$ cat src/logic/lvr_pkg.sv
// Constants and types shared by the supply monitor control block
package lvr_pkg;

    // --------------------------------------------------------------
    // Register bus
    // --------------------------------------------------------------
    localparam int unsigned AVS_AW = 4;
    localparam int unsigned AVS_DW = 32;
    localparam logic [AVS_AW-1:0] OPT_OFS  = 4'h0;
    localparam logic [AVS_AW-1:0] STAT_OFS = 4'h4;

    // --------------------------------------------------------------
    // Option word one fields
    // --------------------------------------------------------------
    localparam int unsigned OPT_W           = 4;
    localparam int unsigned OPT_STOP_EN_BIT = 0;
    localparam int unsigned OPT_PWR_DIS_BIT = 1;
    localparam int unsigned OPT_RANGE_BIT   = 2;
    localparam int unsigned OPT_RST_DIS_BIT = 3;
    // Monitor on, resets on, 3 V range, off in stop
    localparam logic [OPT_W-1:0] OPT_RESET  = 4'h0;

    // --------------------------------------------------------------
    // Low voltage status fields
    // --------------------------------------------------------------
    localparam int unsigned STAT_W        = 8;
    localparam int unsigned STAT_FLAG_BIT = 0;
    localparam logic [STAT_W-1:0] STAT_RESET = 8'h00;

    // --------------------------------------------------------------
    // Comparator lines, in synchroniser bit order
    // --------------------------------------------------------------
    localparam int unsigned CMP_W       = 4;
    localparam int unsigned CMP_FALL3_I = 0;
    localparam int unsigned CMP_RISE3_I = 1;
    localparam int unsigned CMP_FALL5_I = 2;
    localparam int unsigned CMP_RISE5_I = 3;

    typedef enum logic [0:0] {
        LVR_RUN  = 1'b0,
        LVR_HELD = 1'b1
    } lvr_state_e;

endpackage

$ cat src/logic/lvr_ctrl.sv
// Supply monitor control: options, hysteresis, reset request, status
//
// The register offsets and the Avalon-MM slave port were left to the implementer.
`timescale 1ns/1ns
`default_nettype none
module lvr_ctrl (
    input  wire logic                        clk,
    input  wire logic                        reset_n,
    // Avalon-MM slave
    input  wire logic [lvr_pkg::AVS_AW-1:0]  avs_address,
    input  wire logic                        avs_read,
    input  wire logic                        avs_write,
    input  wire logic [lvr_pkg::AVS_DW-1:0]  avs_writedata,
    input  wire logic [3:0]                  avs_byteenable,
    output var  logic [lvr_pkg::AVS_DW-1:0]  avs_readdata,
    output var  logic                        avs_waitrequest,
    // Analog comparator, asynchronous
    input  wire logic                        cmp_fall_3v,
    input  wire logic                        cmp_rise_3v,
    input  wire logic                        cmp_fall_5v,
    input  wire logic                        cmp_rise_5v,
    // Low power state from the system
    input  wire logic                        stop_mode,
    // To the analog monitor and the system reset logic
    output var  logic                        monitor_on,
    output var  logic                        trip_range_select,
    output var  logic                        lv_reset_req
);

    // --------------------------------------------------------------
    // Declarations
    // --------------------------------------------------------------
    logic [lvr_pkg::CMP_W-1:0]   cmp_async;
    logic [lvr_pkg::CMP_W-1:0]   cmp_sync;
    logic                        below_sel;
    logic                        above_sel;
    logic                        supply_low_flag;
    logic                        active;
    logic                        resets_on;
    logic                        trigger;
    logic                        listen;

    logic                        bus_req;
    logic                        accept;
    logic                        hit_opt;
    logic                        hit_stat;

    logic [lvr_pkg::OPT_W-1:0]   option_word_one_q;
    logic [lvr_pkg::OPT_W-1:0]   option_word_one_d;
    logic                        range_up_q;
    logic                        range_up_d;
    logic                        wait_q;
    logic                        wait_d;
    logic [lvr_pkg::AVS_DW-1:0]  rdata_q;
    logic [lvr_pkg::AVS_DW-1:0]  rdata_d;
    logic [lvr_pkg::STAT_W-1:0]  low_voltage_status;

    lvr_pkg::lvr_state_e         state_q;
    lvr_pkg::lvr_state_e         state_d;
    logic                        mon_on_q;
    logic                        mon_on_d;
    logic                        range_q;
    logic                        range_d;
    logic                        req_q;
    logic                        req_d;
    logic                        on_d1_q;
    logic                        on_d1_d;
    logic                        on_d2_q;
    logic                        on_d2_d;

    // --------------------------------------------------------------
    // Comparator synchronisation
    // --------------------------------------------------------------
    assign cmp_async[lvr_pkg::CMP_FALL3_I] = cmp_fall_3v;
    assign cmp_async[lvr_pkg::CMP_RISE3_I] = cmp_rise_3v;
    assign cmp_async[lvr_pkg::CMP_FALL5_I] = cmp_fall_5v;
    assign cmp_async[lvr_pkg::CMP_RISE5_I] = cmp_rise_5v;

    // Comparator outputs move with the supply, not with clk
    lvr_sync #(
        .WIDTH    (lvr_pkg::CMP_W)
    ) u_sync (
        .clk      (clk),
        .reset_n  (reset_n),
        .async_in (cmp_async),
        .sync_out (cmp_sync)
    );

    // --------------------------------------------------------------
    // Monitor gating and threshold selection
    // --------------------------------------------------------------
    always_comb begin
        // Wait mode does not gate the monitor, only stop mode does
        active = !option_word_one_q[lvr_pkg::OPT_PWR_DIS_BIT]
               && (!stop_mode
                   || option_word_one_q[lvr_pkg::OPT_STOP_EN_BIT]);
        resets_on = !option_word_one_q[lvr_pkg::OPT_RST_DIS_BIT];
        if (option_word_one_q[lvr_pkg::OPT_RANGE_BIT]) begin
            below_sel = cmp_sync[lvr_pkg::CMP_FALL5_I];
            above_sel = cmp_sync[lvr_pkg::CMP_RISE5_I];
        end else begin
            below_sel = cmp_sync[lvr_pkg::CMP_FALL3_I];
            above_sel = cmp_sync[lvr_pkg::CMP_RISE3_I];
        end
        // A monitor just powered up is heard only once the synchroniser
        // holds answers given while it was powered; earlier ones are junk
        listen = active && mon_on_q && on_d1_q && on_d2_q;
        // A fresh 5 V selection trips unless already above rising level
        trigger = listen && resets_on
                && (below_sel
                    || (range_up_q && !above_sel));
    end

    // --------------------------------------------------------------
    // Status flag with hysteresis
    // --------------------------------------------------------------
    // Flag follows the comparator whether or not resets are enabled
    lvr_hyst u_hyst (
        .clk             (clk),
        .reset_n         (reset_n),
        .enable          (listen),
        .below_fall      (below_sel),
        .above_rise      (above_sel),
        .supply_low_flag (supply_low_flag)
    );

    always_comb begin
        low_voltage_status = lvr_pkg::STAT_RESET;
        low_voltage_status[lvr_pkg::STAT_FLAG_BIT] = supply_low_flag;
    end

    // --------------------------------------------------------------
    // Reset request state machine
    // --------------------------------------------------------------
    always_comb begin
        state_d = state_q;
        case (state_q)
            lvr_pkg::LVR_RUN: begin
                if (trigger) begin
                    state_d = lvr_pkg::LVR_HELD;
                end
            end
            lvr_pkg::LVR_HELD: begin
                // Falling level alone is not enough to let go
                if (listen && above_sel) begin
                    state_d = lvr_pkg::LVR_RUN;
                end
            end
            default: begin
                state_d = lvr_pkg::LVR_RUN;
            end
        endcase
        // Only a reset request leaves this block, never an interrupt
        req_d    = (state_d == lvr_pkg::LVR_HELD);
        mon_on_d = active;
        range_d  = option_word_one_q[lvr_pkg::OPT_RANGE_BIT];
        // Power history of the analog side, one step per sync flop
        on_d1_d  = mon_on_q;
        on_d2_d  = on_d1_q;
    end

    always_ff @(posedge clk or negedge reset_n) begin
        if (!reset_n) begin
            state_q  <= lvr_pkg::LVR_RUN;
            req_q    <= 1'b0;
            mon_on_q <= 1'b1;
            range_q  <= 1'b0;
            on_d1_q  <= 1'b1;
            on_d2_q  <= 1'b1;
        end else begin
            state_q  <= state_d;
            req_q    <= req_d;
            mon_on_q <= mon_on_d;
            range_q  <= range_d;
            on_d1_q  <= on_d1_d;
            on_d2_q  <= on_d2_d;
        end
    end

    // --------------------------------------------------------------
    // Avalon-MM slave
    // --------------------------------------------------------------
    // Every access takes one wait state: data are registered first
    always_comb begin
        bus_req  = avs_read || avs_write;
        accept   = bus_req && !wait_q;
        hit_opt  = (avs_address == lvr_pkg::OPT_OFS);
        hit_stat = (avs_address == lvr_pkg::STAT_OFS);
        wait_d   = !(bus_req && wait_q);
        rdata_d  = rdata_q;
        if (avs_read && wait_q) begin
            rdata_d = '0;
            if (hit_opt) begin
                rdata_d[lvr_pkg::OPT_W-1:0] = option_word_one_q;
            end else if (hit_stat) begin
                rdata_d[lvr_pkg::STAT_W-1:0] = low_voltage_status;
            end
        end
        option_word_one_d = option_word_one_q;
        // Status offset has no write path, so the flag is untouched
        if (avs_write && accept && hit_opt && avs_byteenable[0]) begin
            option_word_one_d =
                avs_writedata[lvr_pkg::OPT_W-1:0];
        end
        range_up_d = !option_word_one_q[lvr_pkg::OPT_RANGE_BIT]
                   && option_word_one_d[lvr_pkg::OPT_RANGE_BIT];
    end

    always_ff @(posedge clk or negedge reset_n) begin
        if (!reset_n) begin
            option_word_one_q <= lvr_pkg::OPT_RESET;
            range_up_q        <= 1'b0;
            wait_q            <= 1'b1;
            rdata_q           <= '0;
        end else begin
            option_word_one_q <= option_word_one_d;
            range_up_q        <= range_up_d;
            wait_q            <= wait_d;
            rdata_q           <= rdata_d;
        end
    end

    // --------------------------------------------------------------
    // Outputs
    // --------------------------------------------------------------
    assign avs_readdata      = rdata_q;
    assign avs_waitrequest   = wait_q;
    assign monitor_on        = mon_on_q;
    assign trip_range_select = range_q;
    assign lv_reset_req      = req_q;

    logic first_q;
    always_ff @(posedge clk or negedge reset_n) begin
        if (!reset_n) begin
            first_q <= 1'b0;
        end else begin
            first_q <= 1'b1;
        end
    end
endmodule
`default_nettype wire

$ cat src/logic/lvr_hyst.sv
// Hysteresis latch for the supply low flag
`timescale 1ns/1ns
`default_nettype none
module lvr_hyst (
    input  wire logic clk,
    input  wire logic reset_n,
    input  wire logic enable,
    input  wire logic below_fall,
    input  wire logic above_rise,
    output var  logic supply_low_flag
);

    logic flag_q;
    logic flag_d;

    always_comb begin
        flag_d = flag_q;
        // Between the two levels the flag keeps its value
        if (enable && below_fall) begin
            flag_d = 1'b1;
        end else if (enable && above_rise) begin
            flag_d = 1'b0;
        end
    end

    always_ff @(posedge clk or negedge reset_n) begin
        if (!reset_n) begin
            flag_q <= 1'b0;
        end else begin
            flag_q <= flag_d;
        end
    end

    assign supply_low_flag = flag_q;
endmodule
`default_nettype wire

$ cat src/logic/lvr_sync.sv
// Two-stage synchroniser for the asynchronous comparator outputs
`timescale 1ns/1ns
`default_nettype none
module lvr_sync #(
    parameter int unsigned WIDTH = 1
) (
    input  wire logic             clk,
    input  wire logic             reset_n,
    input  wire logic [WIDTH-1:0] async_in,
    output var  logic [WIDTH-1:0] sync_out
);

    // First stage feeds only the second stage
    genvar gi;
    generate
        for (gi = 0; gi < WIDTH; gi++) begin : g_bit
            logic meta_q;
            logic sync_q;
            always_ff @(posedge clk or negedge reset_n) begin
                if (!reset_n) begin
                    meta_q <= 1'b0;
                    sync_q <= 1'b0;
                end else begin
                    meta_q <= async_in[gi];
                    sync_q <= meta_q;
                end
            end
            assign sync_out[gi] = sync_q;
        end
    endgenerate

endmodule
`default_nettype wire

$ cat config.mk
export PLATFORM = sky130hd
export DESIGN_NAME = lvr_ctrl
export DESIGN_NICKNAME = d
export VERILOG_FILES = /design/src/logic/lvr_pkg.sv /design/src/logic/lvr_ctrl.sv /design/src/logic/lvr_hyst.sv /design/src/logic/lvr_sync.sv
export SDC_FILE = /design/constraint.sdc
export NUM_CORES = 1
export LEC_CHECK = 0
export CAP_MARGIN = 20
export CORE_UTILIZATION = 40
export CTS_CLUSTER_SIZE = 12
export DETAILED_ROUTE_END_ITERATION = 8
export DONT_BUFFER_PORTS = 1
export GPL_TIMING_DRIVEN = 0
export HOLD_SLACK_MARGIN = 0.03
export SLEW_MARGIN = 25
export SYNTH_ARGS = -nofsm -noshare
export SYNTH_HDL_FRONTEND = slang
export SYNTH_SLANG_ARGS = --single-unit
$ cat constraint.sdc
create_clock -name clk -period 2.8 [get_ports clk]
set_input_delay 0.28 -clock clk [delete_from_list [all_inputs] [get_ports clk]]
set_output_delay 0.28 -clock clk [all_outputs]
set_load 0.03 [all_outputs]
Word level (Yosys, flattened, before mapping)

Cells that the tools add are included.

Register bits after elaboration: 28
Input port bits: 49
Output and inout bits: 36
Logic and storage cells: 60

Muxes and demuxes: 11
Equal/unequal tests: 1
Reduce and logical (&&, ||, !) cells: 28
Bitwise logic cells: 1

Operator list:

| operator                                      | number |
|---|---|
| logical AND 1 bit                             | 16 |
| two-way mux 4 bit                             | 2 |
| zero test 1 bit                               | 7 |
| two-way mux 1 bit                             | 7 |
| == test 4 x 3 -> 1 bit, second input constant | 1 |
| zero test 4 bit                               | 1 |
| logical OR 1 bit                              | 3 |
| two-way mux 3 bit                             | 1 |
| one-hot mux 1 bit (2 select lines)            | 1 |
| nonzero test 2 bit                            | 1 |
| inverter 1 bit                                | 1 |

Longest topological paths before layout

Gate-level depths: netlist of the first run.

Depth after elaboration: 10
Gate-level depth with buffers: 4
Gate-level depth less buffers: 3

Cells and area by module

A second synthesis of the first run with hierarchy kept.

Cell total of the unflattened synthesis: 94
Area total of the unflattened synthesis: 1123.6 um^2

By module, submodules not included:

| module   | cells each | area an instance (um^2) | sequential area each (um^2) | instances |
|---|---|---|---|---|
| lvr_ctrl | 79         | 855.8                   | 380.4                       | 1 |
| lvr_sync | 12         | 230.2                   | 200.2                       | 1 |
| lvr_hyst | 3          | 37.5                    | 25.0                        | 1 |

Worst setup path before layout of the first run

Ideal clock, no wire load.

Path type: flip-flop to flip-flop
Start: register wait_q (netlist: avs_waitrequest)
End: register option_word_one_q[0] (netlist bit)
Period minus slack after synthesis: 1.366 ns
Library setup time: 0.125 ns
Path buffers: 1
Arrival time: 1.241 ns
Cell stages (with the launch flop): 4
Required time: 2.675 ns
Setup slack: 1.434 ns
Cell sequence: dfstp_2 and4b_1 buf_6 mux2_4

Word-level cells in the longest chain between the ends: 5

Ends and longest elaborated chain:

| what                           | line            | RTL |
|---|---|---|
| start: declaration             | lvr_ctrl.sv:52  | `logic wait_q;` |
| start signal: assignment       | lvr_ctrl.sv:218 | `wait_q <= wait_d;` |
| zero test 1 bit                | lvr_ctrl.sv:186 | `accept = bus_req && !wait_q;` |
| logical AND 1 bit              | lvr_ctrl.sv:186 |  |
| logical AND 1 bit (3 in a row) | lvr_ctrl.sv:201 | `if (avs_write && accept && hit_opt && avs_byteenable[0]) begin` |
| end signal: assignment         | lvr_ctrl.sv:211 | `option_word_one_q <= lvr_pkg::OPT_RESET;` |
| end signal: assignment         | lvr_ctrl.sv:216 | `option_word_one_q <= option_word_one_d;` |
| end: declaration               | lvr_ctrl.sv:48  | `logic [lvr_pkg::OPT_W-1:0] option_word_one_q;` |

No other way between the ends.
A chain may end at the register's enable or synchronous reset.

Worst setup path after layout of the first run

Start: register wait_q (netlist: avs_waitrequest)
End: register option_word_one_q[2] (netlist bit)

Word-level cells in the longest chain between the ends: 6

Ends and longest elaborated chain:

| what                                  | line            | RTL |
|---|---|---|
| zero test 1 bit                       | lvr_ctrl.sv:186 |  |
| logical AND 1 bit                     | lvr_ctrl.sv:186 |  |
| logical AND 1 bit (3 in a row)        | lvr_ctrl.sv:201 |  |
| two-way mux 3 bit                     | lvr_ctrl.sv:201 |  |
| named net option_word_one_d (one bit) | lvr_ctrl.sv:49  | `logic [lvr_pkg::OPT_W-1:0] option_word_one_d;` |

The timed path passes the listed nets, and every way through them passes these cells.

==> reports/results.txt, run 1 <==
status: finished clean
cell total after placement: 145
vias in the first global route: 544
fin crit share: 0.506
Setup CP Type: reg -> reg
Yosys cell types: 22
Post-synth ARST share: 1.00
clk_skew: 3.24 ps
# fillers: 232
largest net degree at the start of global routing: 25
max_slew headroom: 0.656
setup tns final: 0 ps
DRT Wirelength: 1600 um
Clk pin slew, worst setup/hold paths: 120 ps
Final Wtd Congestion: 0.684
Total GRT Usage: 0.120
H-tree levels: 1
reg2reg start: avs_waitrequest
RSZ-0062 raised after global routing: false
Fin Hold WS: 36.4 ps
DR DRC count: 0
IO Pins: 85
CTS tree: done
Final ANT Viol Nets: 0
MaxCap Viol Count: 0
Hold Path End: avs_waitrequest
HP Start: avs_write
Die W: 54.3 um
Post-CTS Setup Inserts: 0
leading area contributor after synthesis: dfrtp_1
Peak Freq: 0.706 GHz
Post-Layout Cell Count: 157
Yosys reg bits: 24
PD cells: 583 mW/mm^2
Post-synth EDFFs: 0
First DRT Iteration DRCs: 2
PortBufs: 0
Final Net Count: 177
Critical Path Sink Type: register
internal reg-to-reg setup slack: 1380 ps
Num CTS Buffers: 3
Clock Latency Late Sink: 300 ps
peak supply drop: 415 uV
RR Endpoint: option_word_one_q[2]
top-count cell post-synth: buf_4
synthesized netlist cell count: 88
element type at the critical path start: register
DP Wirelength: 1250 um
top_reg_cell synth: dfrtp_1
Worst EP required: 3000 ps
global-route wire length before repair: 2400 um
Resized cells post-CTS: 0
core footprint: 0.00252 sq mm
clock buffer depth: 2
initial core utilization: 0.433
Die ar.: 0.00294 sq mm
Die Ht: 54.3 um
Synth top area share: 0.458
ant diodes: 0
initial antenna violation count: 0
area added between synthesis and finish: 22.9%
top area cells in the synthesized netlist: dfrtp_1 46%, buf_4 19%, dfstp_2 9.6%
Root Driver: clkbuf_4
HP Class: in -> reg
total clock sinks: 24
first-pass detailed-route iteration total: 2
sequential area share after synthesis: 0.554
Hold Vio Cnt, Final: 0
Core Rows: 18
final setup vio count: 0
worst slew pin tran: 516 ps
layout cells sized above 1: 0.346
vias per cell: 4.06
top cells by count, synth: 28 x buf_4, 20 x dfrtp_1, 8 x nand2_1
drt wl/cell: 10.2 um
Worst Path Max Fanout: 5
Synth Area per Inst: 12.4 sq um
Core Util, Final: 0.532
Reg2Reg Depth: 3
Pins Over Slew Limit: 0
yosys warns: 0
LEAKAGE: 0.688 nW
fin crit period: 1420 ps
Mapped Area: 0.00109 sq mm
Min-Delay Path Depth: 1
Critical Path AT: 1620 ps
total grt overflow: 0
via count: 638
what timing repair did:
item                                    4_1_cts  5_1_grt
hold buffers                                  7        1
endpoints found under the setup margin        0        0
endpoints found under the hold margin        30       20
sequential cells by signal, indices dropped and copies added, names as in the netlist:
register                count
avs_readdata                4
avs_waitrequest             1
lv_reset_req                1
monitor_on                  1
on_d1_q                     1
on_d2_q                     1
option_word_one_q           4
range_up_q                  1
trip_range_select           1
u_hyst.supply_low_flag      1
u_sync.g_bit.meta_q         4
u_sync.g_bit.sync_q         4
power by group:
group	leakage, nW	total, W	switching [W]	internal (W)
clock	0.0210	0.000174	0.0000942	0.0000793
combinational	0.372	0.000151	0.0000838	0.0000671
sequential	0.295	0.000458	0.0000636	0.000394
stage by stage:
step | power [W] | setup WS, ps | area, sq um
6_report | 0.000782 | 1380 | 1340
5_1_grt | 0.000829 | 1350 | 1340
4_1_cts | 0.000789 | 1380 | 1340
3_5_place_dp | 0.000602 | 1330 | 1230
3_3_place_gp | 0.000599 | 1330 | 1230
2_1_floorplan | 0.000584 | 1430 | 1190
cells in the final DEF (no fill, tap or decap), drive strengths merged:
cell type | netlist | layout
clkbuf | 0 | 4
a2111oi | 1 | 1
and4b | 1 | 1
and3b | 1 | 1
nand2 | 8 | 8
dfrtp | 20 | 20
a2bb2oi | 1 | 1
mux2i | 3 | 3
inv | 3 | 3
buf | 29 | 30
o32ai | 1 | 1
conb | 1 | 28
a21oi | 1 | 1
o21ai | 5 | 5
mux2 | 4 | 4
dlygate4sd3 | 0 | 7
nor4 | 1 | 1
o22ai | 1 | 1
dfstp | 4 | 4
nand3 | 1 | 1
a211o | 1 | 1
or4 | 1 | 1
layer usage:
metal	track usage	wire length [um]	vias up
met5	0	0	-
li1	-	-	316
met3	0.0222	166	2
met4	0.0641	13	0
met2	0.197	771	38
met1	0.148	644	282
worst max-delay path, stage by stage (launching register included):
cell,delay (ps)
dfstp_2,660
and4b_1,230
buf_6,130
mux2_4,280
kinds of logic (layout without fill, tap and decap cells):
kind of cell	count (synthesis)	in the layout	synth area share
buffers and inverters	32	44	0.213
flip-flops	24	24	0.554
AND/OR/NAND/NOR	13	13	0.0756
AO/OA/AOI/OAI	11	11	0.0710
multiplexers	7	7	0.0825
other	1	28	0.00343
final cells by class:
type,count,area [sq um],area share
tap,30,37.5,0.0280
sequential,24,606,0.451
multi-input combinational,59,355,0.265
inverter,3,11.3,0.00839
buffer,29,221,0.165
timing repair buffer,8,75.1,0.0559
clock buffer,4,36.3,0.0270
worst max path at each step:
| stage | slack [ps] | cells after the start | endpoint | from |
|---|---|---|---|---|
| 2_1_floorplan | 1430 | 3 | option_word_one_q[0] | avs_waitrequest |
| 4_1_cts | 1380 | 3 | option_word_one_q[3] | avs_waitrequest |
| 3_3_place_gp | 1330 | 4 | option_word_one_q[1] | avs_address[3] |
| 5_1_grt | 1350 | 3 | option_word_one_q[2] | avs_waitrequest |
| 3_5_place_dp | 1330 | 4 | option_word_one_q[3] | avs_address[3] |
| 6_report | 1380 | 3 | option_word_one_q[2] | avs_waitrequest |
Power figures use the tool's default switching activity.
==> inputs of run 2 (changes only) <==
- clock period: 2.8 -> 1.4 ns (I/O delays scaled with it)
==> reports/results.txt, run 2 (synthesized netlist as in run 1, its figures left out) <==
IO Pins: 85
Logic pwr share: 0.208
CP delay by family, top: flip-flops
core footprint: 0.00252 sq mm
vias per cell: 4.04
Reg2Reg Depth: 3
drt wl/cell: 10.5 um
CTS tree: done
Final WS setup: 40.5 ps
Peak Freq: 0.736 GHz
Buf/Inv on CP: 0
total grt overflow: 0
CP cell instances: nand3_4 > a211o_1 > o32ai_1
max_slew headroom: 0.657
met2 usage: 0.224
worst slew pin tran: 514 ps
Worst path slowest cell: dfstp_2
clock buffer depth: 2
Core Rows: 18
Sequential Power Share: 0.578
MaxCap Viol Count: 0
Hold Vio Cnt, Final: 0
Final ANT Viol Nets: 0
Worst Path Max Fanout: 3
initial core utilization: 0.433
Post-Layout Cell Count: 165
met1 usage: 0.153
Pins Over Slew Limit: 0
clock group share of total power: 0.214
RSZ-0062 raised after global routing: false
peak supply drop: 899 uV
Post-CTS Setup Inserts: 0
Fin Hold WS: 50.3 ps
vias in the first global route: 581
initial antenna violation count: 0
Min-Delay Path Depth: 2
Int Pwr: 0.00111 W
Root Driver: clkbuf_4
HP Class: in -> reg
largest net degree at the start of global routing: 25
First DRT Iteration DRCs: 1
H-tree levels: 1
final setup vio count: 0
PD cells: 1100 mW/mm^2
Critical Path Sink Type: register
Total GRT Usage: 0.130
total power: 0.00160 W
Clk pin slew, worst setup/hold paths: 120 ps
layout cells sized above 1: 0.341
Final Wtd Congestion: 0.684
Critical Path AT: 1570 ps
Num CTS Buffers: 3
global-route wire length before repair: 2580 um
first-pass detailed-route iteration total: 2
setup tns final: 0 ps
area added between synthesis and finish: 33.1%
ant diodes: 0
Die Ht: 54.3 um
fin crit period: 1360 ps
pre-CTS WS: -3.63 ps
PortBufs: 0
critical path depth: 3
Die ar.: 0.00294 sq mm
status: finished clean
Worst EP required: 1610 ps
element type at the critical path start: register
DR DRC count: 0
Final Net Count: 185
Die W: 54.3 um
DP Wirelength: 1250 um
via count: 667
Setup CP Type: reg -> reg
LEAKAGE: 0.723 nW
Clock Latency Late Sink: 300 ps
most frequent cells in the layout: 28 x buf_4, 28 x conb_1, 20 x dfrtp_1
Max stage delay on crit path: 680 ps
switching fraction of total power: 0.311
grt met3 use: 0.0250
fin crit share: 0.971
clk_skew: 3.61 ps
GR peak layer: met2
Psw: 0.000499 W
cell total after placement: 145
total clock sinks: 24
DRT Wirelength: 1730 um
==> run 2: cell count changes in the layout (fill, tap and decap cells not counted) <==
cell | previous run | this run
nand3_1 | 1 | 0
and4b_1 | 1 | 0
mux2i_2 | 0 | 1
a2111oi_4 | 0 | 1
a2111oi_2 | 1 | 0
nand3_4 | 0 | 1
and4b_4 | 0 | 1
mux2i_1 | 3 | 2
buf_6 | 1 | 0
dlygate4sd3_1 | 7 | 16
==> run 2: through the flow <==
step	instance area, sq um	util
global route	1450	0.576
floorplan	1190	-
global placement	1230	0.488
CTS	1420	0.562
detailed placement	1230	0.488
finish	1450	0.576
==> run 2: power groups by stage <==
stage	Clock, W	Sequential, W	Combinational (W)
floorplan	0	0.000908	0.000259
CTS	0.000358	0.000919	0.000320
global route	0.000395	0.000941	0.000367
detailed placement	0	0.000931	0.000272
global placement	0	0.000928	0.000269
finish	0.000343	0.000928	0.000333
==> run 2: cell type report <==
| class | count | area (sq um) |
|---|---|---|
| plain buffers | 28 | 210 |
| clock buffers | 4 | 36.3 |
| fillers | 220 | 1070 |
| inverters | 3 | 11.3 |
| multi-input cells | 59 | 388 |
| flip-flops and latches | 24 | 606 |
| well taps | 30 | 37.5 |
| repair buffers | 17 | 165 |
==> run 2: final timing paths <==
check,startpoint,endpoint,slack [ps]
max,monitor_on,lv_reset_req,40
min,stop_mode,lv_reset_req,50
max reg2reg,monitor_on,lv_reset_req,40
min reg2reg,u_sync.g_bit[2].meta_q,u_sync.g_bit[2].sync_q,360
max in group asynchronous,reset_n,on_d1_q,710
min in group asynchronous,reset_n,u_sync.g_bit[0].meta_q,330
==> run 2: timing repair <==
| action | 4_1_cts | 5_1_grt |
|---|---|---|
| endpoints found under the setup margin | 4 | 6 |
| hold endpoints to repair | 39 | 20 |
| hold buffers | 16 | 1 |
| resized for setup | 1 | 5 |
==> run 2: layer usage <==
metal | wire length (um) | vias to the layer above
met4 | 14 | 0
met5 | 0 | -
met3 | 167 | 2
met2 | 846 | 38
met1 | 704 | 296
li1 | - | 331
==> inputs of run 3 (changes only) <==
- CORE_UTILIZATION: 40 -> 35
==> reports/results.txt, run 3 (synthesized netlist as in run 1, its figures left out) <==
DR DRC count: 8
H-tree levels: 1
DRT Wirelength: 1830 um
max_slew headroom: 0.661
final setup vio count: 4
ant diodes: 0
status: finished with violations
Worst path slowest cell: dfstp_2
total grt overflow: 0
Clock Latency Late Sink: 310 ps
# fillers: 257
total clock sinks: 24
Max stage delay on crit path: 660 ps
vias per cell: 4.05
internal reg-to-reg setup slack: -10 ps
Post-CTS Setup Inserts: 0
core footprint: 0.00285 sq mm
Worst EP required: 1610 ps
global-route wire length before repair: 2790 um
LEAKAGE: 0.734 nW
peak supply drop: 765 uV
via count: 677
vias in the first global route: 597
DP Wirelength: 1280 um
Psw: 0.000523 W
area added between synthesis and finish: 34.6%
Final Wtd Congestion: 0.722
Die Ht: 57.9 um
Hold Vio Cnt, Final: 0
failing checks: design-rule violations, negative setup slack
HP Class: in -> reg
drt wl/cell: 10.9 um
Core Rows: 19
Num CTS Buffers: 3
Die W: 57.9 um
register area: 606 sq um
First DRT Iteration DRCs: 15
Setup CP Type: reg -> reg
Final WS setup: -9.93 ps
first-pass detailed-route iteration total: 6
Sequential Power Share: 0.567
most frequent cells in the layout: 28 x buf_4, 28 x conb_1, 20 x dfrtp_1
Clk pin slew, worst setup/hold paths: 140 ps
cell total after placement: 146
largest net degree at the start of global routing: 25
IO Pins: 85
clk_skew: 9.69 ps
clock group share of total power: 0.222
Post-Layout Cell Count: 167
RSZ-0062 raised after global routing: true
clock buffer depth: 2
MaxCap Viol Count: 0
Die ar.: 0.00335 sq mm
Int Pwr: 0.00111 W
CTS tree: done
fin crit share: 1.01
Final ANT Viol Nets: 0
initial core utilization: 0.383
initial antenna violation count: 0
Final Net Count: 186
Multi-input gate area: 392 sq um
CP delay by family, top: flip-flops
Critical Path Sink Type: register
Pins Over Slew Limit: 0
CP cell instances: and4b_1 > buf_6 > mux2_4
Root Driver: clkbuf_4
Logic pwr share: 0.211
Total GRT Usage: 0.111
PD cells: 1110 mW/mm^2
Fin Hold WS: 63.0 ps
total power: 0.00163 W
worst slew pin tran: 508 ps
layout cells sized above 1: 0.346
Buf/Inv on CP: 1
fin crit period: 1410 ps
element type at the critical path start: register
Peak Freq: 0.709 GHz
setup tns final: -38.9 ps
Worst Path Max Fanout: 5
Critical Path AT: 1620 ps
PortBufs: 0
switching fraction of total power: 0.320
## run 3: cell count changes in the layout (fill, tap and decap cells not counted), sizes merged
cell / change
buf: +1
## run 3: worst paths after layout
check                                       start                      to  depth (start not counted)
setup / recovery                  avs_waitrequest    option_word_one_q[0]                          3
hold / removal                          stop_mode  u_hyst.supply_low_flag                          2
setup reg to reg                  avs_waitrequest    option_word_one_q[0]                          3
hold reg to reg            u_sync.g_bit[3].meta_q  u_sync.g_bit[3].sync_q                          0
max in group asynchronous                 reset_n                 on_d1_q                          2
min in group asynchronous                 reset_n       trip_range_select                          2
## run 3: repair_timing
item	4_1_cts	5_1_grt
setup endpoints to repair	5	5
gates resized for setup	3	2
hold endpoints to repair	40	20
pin swaps	0	1
hold buffers	16	1
## run 3: area by class of cell
| class | count | area share |
|---|---|---|
| flip-flops and latches | 24 | 0.412 |
| repair buffers | 17 | 0.112 |
| multi-input cells | 59 | 0.266 |
| clock buffers | 4 | 0.0247 |
| plain buffers | 29 | 0.151 |
| well taps | 31 | 0.0264 |
| inverters | 3 | 0.00766 |
## run 3: worst register-to-register path, cell delays in order (launching register included)
cell	delay, ps
dfstp_2	660
and4b_1	230
buf_6	130
mux2_4	290
## run 3: power by group through the flow
stage          Sequential (W)  Combinational [W]  Clock, W
4_1_cts              0.000927           0.000331  0.000367
3_3_place_gp         0.000929           0.000270         0
2_1_floorplan        0.000908           0.000259         0
6_report             0.000926           0.000345  0.000362
3_5_place_dp         0.000931           0.000272         0
5_1_grt              0.000942           0.000375  0.000402
## run 3: metal layers
layer  global-route usage  routed length [um]
met1                0.148                 757
met2                0.176                 842
met3               0.0357                 227
met4               0.0306                   0
met5                    0                   0
## run 3: per-stage QoR
step / util / setup WS, ps / area (sq um)
floorplan: - / 33.8 / 1190
global placement: 0.432 / 9.17 / 1230
detailed placement: 0.432 / -1.22 / 1230
CTS: 0.510 / -8.37 / 1450
global route: 0.515 / -48.7 / 1470
finish: 0.515 / -9.93 / 1470
